### config.mk
export PLATFORM = sky130hd
export DESIGN_NAME = slf_framer
export DESIGN_NICKNAME = d
export VERILOG_FILES = /design/src/shared/slf_pkg.sv /design/src/shared/slf_crc_if.sv /design/src/design/slf_crc.sv /design/src/design/slf_framer.sv
export SDC_FILE = /design/constraint.sdc
export NUM_CORES = 1
export LEC_CHECK = 0
export ABC_AREA = 1
export BUFFER_PORTS_ARGS = -buffer_cell sky130_fd_sc_hd__buf_2
export CAP_MARGIN = 20
export CORE_AREA = 2 2 182 184
export CTS_CLUSTER_SIZE = 20
export DETAILED_ROUTE_END_ITERATION = 8
export DIE_AREA = 0 0 184 186
export GPL_TIMING_DRIVEN = 0
export PLACE_DENSITY = 0.44
export SLEW_MARGIN = 20
export SYNTH_ARGS = -nofsm -noshare
export SYNTH_HDL_FRONTEND = slang
export SYNTH_SLANG_ARGS = --single-unit
export TNS_END_PERCENT = 100
### constraint.sdc
create_clock -name CLK_SYS_I -period 2 [get_ports CLK_SYS_I]
set_input_delay 0.3 -clock CLK_SYS_I [delete_from_list [all_inputs] [get_ports CLK_SYS_I]]
set_output_delay 0.3 -clock CLK_SYS_I [all_outputs]
set_load 0.01 [all_outputs]
### src/shared/slf_pkg.sv
package slf_pkg;
  localparam logic [7:0]  START_BYTE  = 8'h02;
  localparam logic [7:0]  END_BYTE    = 8'h03;
  localparam logic [7:0]  ESC_BYTE    = 8'h1B;
  localparam logic [31:0] CRC_POLY    = 32'h04C11DB7;
  localparam logic [31:0] CRC_PRESET  = 32'hFFFFFFFF;
  localparam int          CRC_BYTES   = 4;
  localparam int          RX_HOLD     = 4;
  localparam logic [2:0]  HOLD_LAST   = 3'h4;
endpackage

### src/shared/slf_crc_if.sv
`timescale 1ns/1ps
`default_nettype none
interface slf_crc_if;
  logic       clear;
  logic       step;
  logic [7:0] data;
  logic [31:0] crc;
  modport owner (output clear, output step, output data, input crc);
  modport unit (input clear, input step, input data, output crc);
endinterface
`default_nettype wire

### src/design/slf_crc.sv
`timescale 1ns/1ps
`default_nettype none
module slf_crc (
  // clock and reset
  input  wire logic   clk_i,
  input  wire logic   rst_i,
  // byte stream
  slf_crc_if.unit     crc_if
);
  logic [31:0] stage [0:8];
  logic [31:0] crc_q;

  assign stage[0] = crc_q;
  // msb-first byte update, one bit per stage
  genvar b;
  generate
    for (b = 0; b < 8; b++) begin : g_bit
      logic fb;
      assign fb = stage[b][31] ^ crc_if.data[7-b];
      assign stage[b+1] = {stage[b][30:0], 1'b0} ^ (fb ? slf_pkg::CRC_POLY : 32'h00000000);
    end
  endgenerate

  always_ff @(posedge clk_i) begin
    if (rst_i || crc_if.clear) begin
      crc_q <= slf_pkg::CRC_PRESET;
    end else if (crc_if.step) begin
      crc_q <= stage[8];
    end
  end

  assign crc_if.crc = crc_q;
endmodule
`default_nettype wire

### src/design/slf_framer.sv
// Behaviour
// frame: start byte, message, four check bytes msb first, end byte
// opening delimiter is 0x02 and begins a message
// closing delimiter is 0x03 and ends a message
// no delimiter value in a frame body unless escape precedes it
// check word is MPEG CRC-32 over raw message bytes only
// escape byte is 0x1B
// each 0x02, 0x03, 0x1B in message or check becomes escape plus value
// compute check first, then escape, then add delimiters
// receiver drops escape, keeps next byte as data, never as delimiter
// receiver checks CRC on restored, unescaped bytes
// unescaped start begins new frame; unescaped end closes it
// poly 0x04C11DB7, preset ones, msb first, no final inversion
// bad check or cut-short frame is dropped and error flag pulses; here its message bytes are already out on RX_DATA_O, only the flags mark it
`timescale 1ns/1ps
`default_nettype none
module slf_framer (
  // clock and reset
  input  wire logic       CLK_SYS_I,
  input  wire logic       SYS_RST_I,
  // transmit message in
  input  wire logic       TX_VALID_I,
  input  wire logic [7:0] TX_DATA_I,
  input  wire logic       TX_LAST_I,
  output logic            TX_READY_O,
  // serial line out
  output logic            LINE_VALID_O,
  output logic [7:0]      LINE_DATA_O,
  input  wire logic       LINE_READY_I,
  // serial line in
  input  wire logic       LINE_VALID_I,
  input  wire logic [7:0] LINE_DATA_I,
  // received message out
  output logic            RX_VALID_O,
  output logic [7:0]      RX_DATA_O,
  output logic            RX_LAST_O,
  output logic            RX_GOOD_O,
  output logic            RX_ERROR_O
);
  // ---------------- transmitter ----------------
  typedef enum {TX_IDLE, TX_START, TX_MSG, TX_CRC, TX_END} slf_tx_state_t;
  slf_tx_state_t tx_state;
  slf_tx_state_t next_tx_state;
  logic [7:0]    tx_byte;
  logic          tx_esc_pending;
  logic          tx_is_last;
  logic [1:0]    crc_idx;
  logic [31:0]   crc_word;
  logic          tx_byte_valid;
  slf_crc_if     tx_crc ();
  slf_crc_if     rx_crc ();

  slf_crc u_tx_crc (
    .clk_i  (CLK_SYS_I),
    .rst_i  (SYS_RST_I),
    .crc_if (tx_crc)
  );

  // receive check runs over the restored bytes as they leave the hold line
  slf_crc u_rx_crc (
    .clk_i  (CLK_SYS_I),
    .rst_i  (SYS_RST_I),
    .crc_if (rx_crc)
  );

  wire line_free   = !LINE_VALID_O || LINE_READY_I;
  wire tx_take     = TX_READY_O && TX_VALID_I;
  wire [7:0] crc_b = crc_word[31 - 8*crc_idx -: 8];
  wire [7:0] body  = (tx_state == TX_CRC) ? crc_b : tx_byte;
  wire body_rsv    = (body == slf_pkg::START_BYTE) || (body == slf_pkg::END_BYTE) ||
                     (body == slf_pkg::ESC_BYTE);

  assign tx_crc.clear = (tx_state == TX_IDLE);
  assign tx_crc.step  = tx_take;
  assign tx_crc.data  = TX_DATA_I;

  always_comb begin
    next_tx_state = tx_state;
    case (tx_state)
      TX_IDLE:  if (TX_VALID_I) next_tx_state = TX_START;
      TX_START: if (line_free) next_tx_state = TX_MSG;
      TX_MSG:   if (line_free && tx_byte_valid && !(body_rsv && !tx_esc_pending) && tx_is_last)
                  next_tx_state = TX_CRC;
      TX_CRC:   if (line_free && !(body_rsv && !tx_esc_pending) && crc_idx == 2'h3)
                  next_tx_state = TX_END;
      TX_END:   if (line_free) next_tx_state = TX_IDLE;
      default:  next_tx_state = TX_IDLE;
    endcase
  end

  wire  body_step = line_free && (tx_state == TX_CRC || tx_byte_valid);
  wire  body_done = body_step && !(body_rsv && !tx_esc_pending);

  always_ff @(posedge CLK_SYS_I) begin
    if (SYS_RST_I) begin
      tx_state       <= TX_IDLE;
      tx_esc_pending <= 1'b0;
      tx_byte_valid  <= 1'b0;
      tx_byte        <= 8'h00;
      tx_is_last     <= 1'b0;
      crc_idx        <= 2'h0;
      crc_word       <= 32'h00000000;
      TX_READY_O     <= 1'b0;
      LINE_VALID_O   <= 1'b0;
      LINE_DATA_O    <= 8'h00;
    end else begin
      tx_state <= next_tx_state;
      if (line_free) begin
        LINE_VALID_O <= 1'b0;
      end
      case (tx_state)
        TX_START: if (line_free) begin
          LINE_VALID_O <= 1'b1;
          LINE_DATA_O  <= slf_pkg::START_BYTE;
          crc_idx      <= 2'h0;
        end
        TX_MSG, TX_CRC: if (body_step) begin
          LINE_VALID_O <= 1'b1;
          if (body_rsv && !tx_esc_pending) begin
            LINE_DATA_O    <= slf_pkg::ESC_BYTE;
            tx_esc_pending <= 1'b1;
          end else begin
            LINE_DATA_O    <= body;
            tx_esc_pending <= 1'b0;
            if (tx_state == TX_CRC) crc_idx <= crc_idx + 2'h1;
          end
        end
        TX_END: if (line_free) begin
          LINE_VALID_O <= 1'b1;
          LINE_DATA_O  <= slf_pkg::END_BYTE;
        end
        default: ;
      endcase
      if (tx_state == TX_MSG && body_done) begin
        tx_byte_valid <= 1'b0;
      end
      // capture one raw byte; crc steps on it before any escaping
      if (tx_take) begin
        tx_byte       <= TX_DATA_I;
        tx_is_last    <= TX_LAST_I;
        tx_byte_valid <= 1'b1;
      end
      if (tx_state == TX_MSG && body_done && tx_is_last) begin
        crc_word <= tx_crc.crc;
      end
      TX_READY_O <= (next_tx_state == TX_MSG) && !TX_READY_O && !tx_byte_valid &&
                    !(tx_take) && !(tx_state == TX_MSG && tx_is_last && tx_byte_valid);
    end
  end

  // ---------------- receiver ----------------
  logic        rx_in_frame;
  logic        rx_esc;
  logic [7:0]  hold [0:slf_pkg::RX_HOLD-1];
  logic [2:0]  hold_cnt;

  wire rx_data_byte  = LINE_VALID_I && (rx_esc ||
                       !(LINE_DATA_I == slf_pkg::START_BYTE || LINE_DATA_I == slf_pkg::END_BYTE ||
                         LINE_DATA_I == slf_pkg::ESC_BYTE));
  wire rx_start      = LINE_VALID_I && !rx_esc && LINE_DATA_I == slf_pkg::START_BYTE;
  wire rx_end        = LINE_VALID_I && !rx_esc && LINE_DATA_I == slf_pkg::END_BYTE;
  wire rx_esc_seen   = LINE_VALID_I && !rx_esc && LINE_DATA_I == slf_pkg::ESC_BYTE;
  wire rx_push       = rx_in_frame && rx_data_byte;
  wire hold_full     = (hold_cnt == slf_pkg::HOLD_LAST);
  wire [31:0] rx_chk = {hold[0], hold[1], hold[2], hold[3]};

  // the newest four restored bytes may be the check word, so bytes leave the
  // hold line only when pushed out; crc runs over the bytes that leave
  assign rx_crc.clear = rx_start;
  assign rx_crc.step  = rx_push && hold_full && !rx_start && !rx_end;
  assign rx_crc.data  = hold[0];

  always_ff @(posedge CLK_SYS_I) begin
    if (SYS_RST_I) begin
      rx_in_frame <= 1'b0;
      rx_esc      <= 1'b0;
      hold_cnt    <= 3'h0;
      for (int i = 0; i < slf_pkg::RX_HOLD; i++) hold[i] <= 8'h00;
      RX_VALID_O  <= 1'b0;
      RX_DATA_O   <= 8'h00;
      RX_LAST_O   <= 1'b0;
      RX_GOOD_O   <= 1'b0;
      RX_ERROR_O  <= 1'b0;
    end else begin
      RX_VALID_O <= 1'b0;
      RX_LAST_O  <= 1'b0;
      RX_GOOD_O  <= 1'b0;
      RX_ERROR_O <= 1'b0;
      if (LINE_VALID_I) begin
        rx_esc <= rx_esc_seen;
      end
      if (rx_start) begin
        RX_ERROR_O  <= rx_in_frame;
        rx_in_frame <= 1'b1;
        hold_cnt    <= 3'h0;
      end else if (rx_end && rx_in_frame) begin
        rx_in_frame <= 1'b0;
        RX_LAST_O   <= 1'b1;
        RX_GOOD_O   <= hold_full && (rx_chk == rx_crc.crc);
        RX_ERROR_O  <= !(hold_full && (rx_chk == rx_crc.crc));
      end else if (rx_push) begin
        for (int i = 0; i < slf_pkg::RX_HOLD - 1; i++) hold[i] <= hold[i+1];
        hold[slf_pkg::RX_HOLD-1] <= LINE_DATA_I;
        if (hold_full) begin
          RX_VALID_O <= 1'b1;
          RX_DATA_O  <= hold[0];
        end else begin
          hold_cnt <= hold_cnt + 3'h1;
        end
      end
    end
  end
endmodule
`default_nettype wire

Yosys cells after proc, flatten, opt, wreduce, memory -nomap -nowiden
Memories as Yosys holds them, arrays and structs flattened. Cells that the tools add are included.

Flip-flop bits (word level): 168. Bits in writable memories: 32. Input bits: 22. Output and inout port bits: 22. Word-level logic and storage cells: 208. Memories kept: 1.

Memories: hold (words 4, width 8, read ports 4, clocked after memory_dff 0, wr ports 4, RTL line slf_framer.sv:154) `logic [7:0] hold [0:slf_pkg::RX_HOLD-1];`.

$add $sub $neg: 3. Equality and inequality tests: 21. Shifts and indexed selects: 1. Muxes and demuxes: 57. Bitwise operators: 40. Reductions and logical operators: 65.

Operators with widths (number): 32-bit XOR (16); 27-bit two-way mux (16); 32-bit two-way mux (5); 32-bit case mux with 5 select lines (1); 32-bit by 3-bit == test with 1-bit output (second input constant) (4); 8-bit two-way mux (9); 32-bit by 2-bit == test with 1-bit output (second input constant) (2); 32-bit logical NOT (2); 39-bit by 33-bit variable part select with 8-bit output (1); 32-bit by 1-bit == test with 1-bit output (second input constant) (1); 32-bit == test (1); 8-bit by 2-bit == test with 1-bit output (second input constant) (4); 1-bit logical AND (28); 8-bit case mux with 3 select lines (1); 1-bit two-way mux (19); 8-bit by 5-bit == test with 1-bit output (second input constant) (2); 1-bit XOR (16); 1-bit logical NOT (12); 2-bit != test (second input constant) (5); 1-bit logical OR (9); 2-bit two-way mux (4); 4-bit AND reduction (2); 2-bit nonzero test (3); 2-bit OR reduction (3); 15 further kinds (21).

Longest topological paths before layout
An unclocked memory read counts as a cell.

Word-level depth: 25. Gate-level depth with buffers: 18. Depth with buffers taken out: 17.

Modules after synthesis
A second synthesis with hierarchy kept.

Cells, all modules: 1430. Area, all modules: 10623.9 µm².

By module, submodules not included: slf_framer (times used 1, cells an instance 734, area an instance 5921.9 µm², seq. area each 3042.9 µm²); slf_crc (times used 2, cells an instance 348, area an instance 2351.0 µm², seq. area each 640.6 µm²).

Worst setup path after synthesis
Ideal clock, no wire load.

Path type: register to register. Start: mem hold[0][5]. End: reg RX_ERROR_O. Data arrival time: 1.899 ns. Required time: 1.878 ns. Setup slack: -0.021 ns. Cell stages (with the launch flop): 10. Clock period less this slack: 2.021 ns. Cells stage by stage: edfxtp_1 -> xnor2_1 -> buf_2 -> ha_1 -> nand4_1 -> a2111oi_0 -> and3_1 -> nand4_1 -> nand2_1 -> o21ai_0.

RTL lines: start: declaration (RTL line slf_framer.sv:154); end signal: assignment (RTL line slf_framer.sv:193) `RX_ERROR_O <= rx_in_frame;`; end signal: assignment (RTL line slf_framer.sv:200) `RX_ERROR_O <= !(hold_full && (rx_chk == rx_crc.crc));`; end: declaration (RTL line slf_framer.sv:38) `output logic RX_ERROR_O`.

Worst setup path after layout
Start: reg tx_state[21]. End: reg crc_word[26].

Longest elaborated chain between the ends: 10. Elaborated cells on any way between the ends: 15. Those cells by class: eq/ne (5); mux (1); reduce/logical (9).

RTL lines: start: declaration (RTL line slf_framer.sv:42) `slf_tx_state_t tx_state;`; start signal: assignment (RTL line slf_framer.sv:107) `tx_state <= next_tx_state;`; 32-bit by 3-bit == test with 1-bit output (RTL line slf_framer.sv:69, slf_framer.sv:91); 8-bit two-way mux (RTL line slf_framer.sv:69) `wire [7:0] body = (tx_state == TX_CRC) ? crc_b : tx_byte;`; 8-bit by 2-bit == test with 1-bit output (RTL line slf_framer.sv:70) `wire body_rsv = (body == slf_pkg::START_BYTE) || (body == slf_pkg::END_BYTE) ||`; 1-bit logical OR (2 in series) (RTL line slf_framer.sv:70); 1-bit logical AND (RTL line slf_framer.sv:92) `wire body_done = body_step && !(body_rsv && !tx_esc_pending);`; 1-bit logical NOT (RTL line slf_framer.sv:92); 1-bit logical AND (RTL line slf_framer.sv:92); 1-bit logical AND * (2 in series) (RTL line slf_framer.sv:143) `if (tx_state == TX_MSG && body_done && tx_is_last) begin`; end signal: assignment (RTL line slf_framer.sv:144) `crc_word <= tx_crc.crc;`; end: declaration (RTL line slf_framer.sv:48) `logic [31:0] crc_word;`.

Every way passes the cells marked *; elsewhere a longest branch is shown, timed or not. A chain may end at the register's enable or synchronous reset.

==> impl_metrics.json <==
{
  "cts_made_buffers": 17,
  "std_cell_rows": 66,
  "outcome": "finished with violations",
  "setup_repair_after_global_routing_missed_its_margin": "true",
  "vias": 7804,
  "post_dr_vias_cell": 4.56,
  "initial_drt_pass_iterations": 6,
  "ir_worst_vdd_uv": 574,
  "crit_slowest_cell": "dfxtp_1",
  "first_global_vias": 7486,
  "synth_top_flop_cell": "dfxtp_1",
  "tritoncts": "yes",
  "series_of_cell_instances_along_the_critical_path": "inv_1 -> nand2_1 -> nor2_1 -> nand2_1 -> nor2_4 -> buf_6 -> nand2_8 -> buf_8 -> nand2_4 -> nand2_4 -> nor2_4 -> nor2_4 -> nand3_4 -> nand3_4 -> buf_8 -> clkbuf_16 -> a21oi_1",
  "cpLargestDelayFamily": "simple AND/OR/NAND/NOR gates",
  "grt.total_usage_pct": 16.7,
  "final_period_minus_worst_setup_slack_ps": 2260,
  "initial_utilization_pct": 29.7,
  "holdCritPathClass": "primary input to flop",
  "worstSetupStartpointType": "flop",
  "timing.max_cap.violations": 0,
  "cts-root-buf": "clkbuf_16",
  "powerDensity_nw_per_um2": 696,
  "reg2regPathDepth": 17,
  "portion_of_synthesized_cell_area_occupied_by_the_leading_cell_type_pct": 35.2,
  "top_ports": 44,
  "grt_antenna_before_repair": 0,
  "die_area_sq_um": 34200,
  "drive_above_1_share_pct": 21.6,
  "cts.reportedPaths.clkPinSlew_ps": 80,
  "total_leakage_power_nw": 5.10,
  "worstSetupEndpoint": "crc_word[26]",
  "preCtsSetupSlack_ps": -675,
  "initialDrtViolationCount": 421,
  "die_x_microns": 184,
  "synth.yosys.warnings": 0,
  "grt_max_degree": 23,
  "worst-path-max-fanout": 6,
  "cpPeakStageDelay_ps": 310,
  "design_area_sq_um": 12200,
  "worst_clock_skew_ps": 14.4,
  "portBuffers": 43,
  "max_freq_mhz": 442,
  "cell_area_after_synthesis_sq_um": 9560,
  "layout.cells.non_filler": 1712,
  "filler_cell_count": 3356,
  "dp_cells": 1638,
  "chipHeight_microns": 186,
  "dp_hpwl_microns": 20000,
  "finalHoldViolCount": 0,
  "clkLatencyLatePin_ps": 450,
  "yosys.cell_count.top_type": "nand2_1",
  "synth_top_area_cell": "dfxtp_1",
  "drcViolationCount": 0,
  "routed_wire_length_per_instance_microns": 16.2,
  "numClockSinks": 200,
  "critPathMostFrequentCell": "nor2_4",
  "final_nets": 1319,
  "sequential_share_of_the_synthesized_area_pct": 45.2,
  "detail-route-antenna-nets": 0,
  "cp.required_ps": 2380,
  "clock_tree.htree_level_count": 4,
  "drt_wl_total_microns": 27700,
  "path_buf_inv": 5,
  "post-layout-total-power_mw": 8.47,
  "worst_slew_pin_slew_ps": 807,
  "crit_start": "tx_state[21]",
  "fin_crit_sh_pct": 113,
  "cp.arrival_ps": 2640,
  "regToRegSetupSlack_ps": -260,
  "post_synth.cell_area_avg_sq_um": 8.26,
  "kind_of_end_point_of_the_critical_path": "flop",
  "ys_top_cells_by_count": "nand2_1 (175), dfxtp_1 (168), inv_1 (139), a21oi_1 (106), nor2_1 (100)",
  "timing.final.setup_violations": 47,
  "gp_congestion": 0.822,
  "synth.lib_cells_used.distinct": 47,
  "placed_cell_area_sq_um": 10400,
  "cp_num_cells": 17,
  "worst_flop_to_flop_path_startpoint": "tx_state[21]",
  "insertedDiodeCount": 0,
  "setup_slack_ps": -260,
  "ys_ff_latch": 200,
  "slew_violations": 0,
  "slew-limit-headroom_pct": 46.2,
  "synthesis.instances": 1158,
  "grt_remaining_overflow": 0,
  "setup_tns_ps": -9050,
  "design.core.area_sq_um": 32200,
  "wire_length_of_the_first_global_routing_pass_microns": 42900,
  "maximum_clock_path_buffer_count": 2,
  "critical_register_to_register_path_endpoint": "crc_word[26]",
  "failing_checks": "negative setup slack",
  "synth_top_cells_by_area": "dfxtp_1 (35%), edfxtp_1 (10%), xor2_1 (7.7%)",
  "criticalPathCategory": "flop to flop",
  "postSynth.asyncResetShare_pct": 0,
  "synth_enable_flop_cells": 32,
  "area.growth.synth_to_final_pct": 27.2
}
## cell type report
| cell class | count | area [sq um] | share of cell area (%) |
|---|---|---|---|
| Clock inverter | 15 | 179 | 1.47 |
| Tap cell | 408 | 510 | 4.20 |
| Timing Repair Buffer | 87 | 679 | 5.59 |
| Clock buffer | 17 | 425 | 3.50 |
| Inverter | 146 | 558 | 4.59 |
| Sequential cell | 200 | 4330 | 35.6 |
| Multi-Input combinational cell | 796 | 5170 | 42.5 |
| Buffer | 43 | 312 | 2.56 |
## where the power goes
group / switching, mW / total (mW) / internal, mW
sequential: 0.0242 / 4.15 / 4.13
combinational: 0.449 / 0.760 / 0.311
clock: 1.85 / 3.55 / 1.71
## how the worst min path moves through the flow
| stage | end | depth (start not counted) | slack, ps | startpoint |
|---|---|---|---|---|
| floorplan | tx_state[2] | 1 | 370 | SYS_RST_I |
| global placement | crc_word[27] | 2 | 430 | crc_word[27] |
| detailed placement | crc_word[1] | 2 | 440 | crc_word[1] |
| CTS | tx_state[2] | 2 | 110 | SYS_RST_I |
| global route | tx_state[2] | 2 | 140 | SYS_RST_I |
| finish | tx_byte[0] | 3 | 140 | TX_DATA_I[0] |
## stage by stage
step	util, %	hold slack (ps)
finish	37.8	140
floorplan	-	369
global route	37.8	140
CTS	36.3	111
detailed placement	32.4	436
global placement	32.3	434
## registers in the layout, summed over array words and instances (netlist names), 2 cells and up
register	count
LINE_DATA_O	8
RX_DATA_O	8
crc_word	32
u_tx_crc.crc_if.crc	32
hold	32
tx_byte	8
tx_state	32
u_rx_crc.crc_if.crc	32
hold_cnt	3
crc_idx	2
## per-layer routing
layer / part of all wire [%] / vias up / track usage, % / wire [microns]
met3: 2.9 / 18 / 2.72 / 804
met2: 49 / 125 / 29.1 / 13600
li1: - / 3985 / - / -
met5: 0 / - / 0 / 0
met1: 47 / 3676 / 21.3 / 13000
met4: 1.3 / 0 / 4.74 / 355
## cell families (layout without fill, tap and decap cells)
kind of cell | count (synthesis) | in the layout | share of synthesized area, %
compound gates | 244 | 244 | 13.5
buf+inv | 190 | 308 | 7.93
simple gates | 373 | 373 | 17.3
fa+ha+maj | 6 | 6 | 0.785
flops | 200 | 200 | 45.2
other cells | 1 | 29 | 0.0392
xor+xnor | 144 | 144 | 15.2
## cell usage in the layout (no fill, tap or decap), types with 6 or more instances in the layout
cell type	n
o22ai_1	6
nand3_1	45
buf_2	43
xor2_1	78
xnor2_1	35
conb_1	29
nand2_1	156
o211ai_1	15
inv_1	136
clkbuf_2	10
nand3_2	9
buf_6	10
o21ai_0	63
nor2_4	8
xnor2_4	16
o21ai_2	10
dfxtp_1	164
clkbuf_1	17
a21oi_2	26
nand2_2	21
inv_2	8
nand4_1	7
nor4_1	7
buf_4	35
edfxtp_1	32
o21ai_1	35
clkbuf_16	18
nor2_1	94
a21oi_1	80
## worst reg2reg max path: stages, from the launching register on
cell and delay (ps):
dfxtp_1 310, inv_1 40, nand2_1 40, nor2_1 110, nand2_1 100, nor2_4 180, buf_6 160, nand2_8 70
buf_8 140, nand2_4 80, nand2_4 60, nor2_4 130, nor2_4 50, nand3_4 110, nand3_4 150, buf_8 190
clkbuf_16 160, a21oi_1 130
## what timing repair did
item | in CTS | in global routing
gates cloned | 2 | 1
pin swaps | 23 | 24
hold buffers | 0 | 0
setup endpoints to repair | 130 | 121
gates resized for setup | 82 | 106
buffers inserted | 28 | 12
No activity file was read; power rests on OpenSTA's default activity.
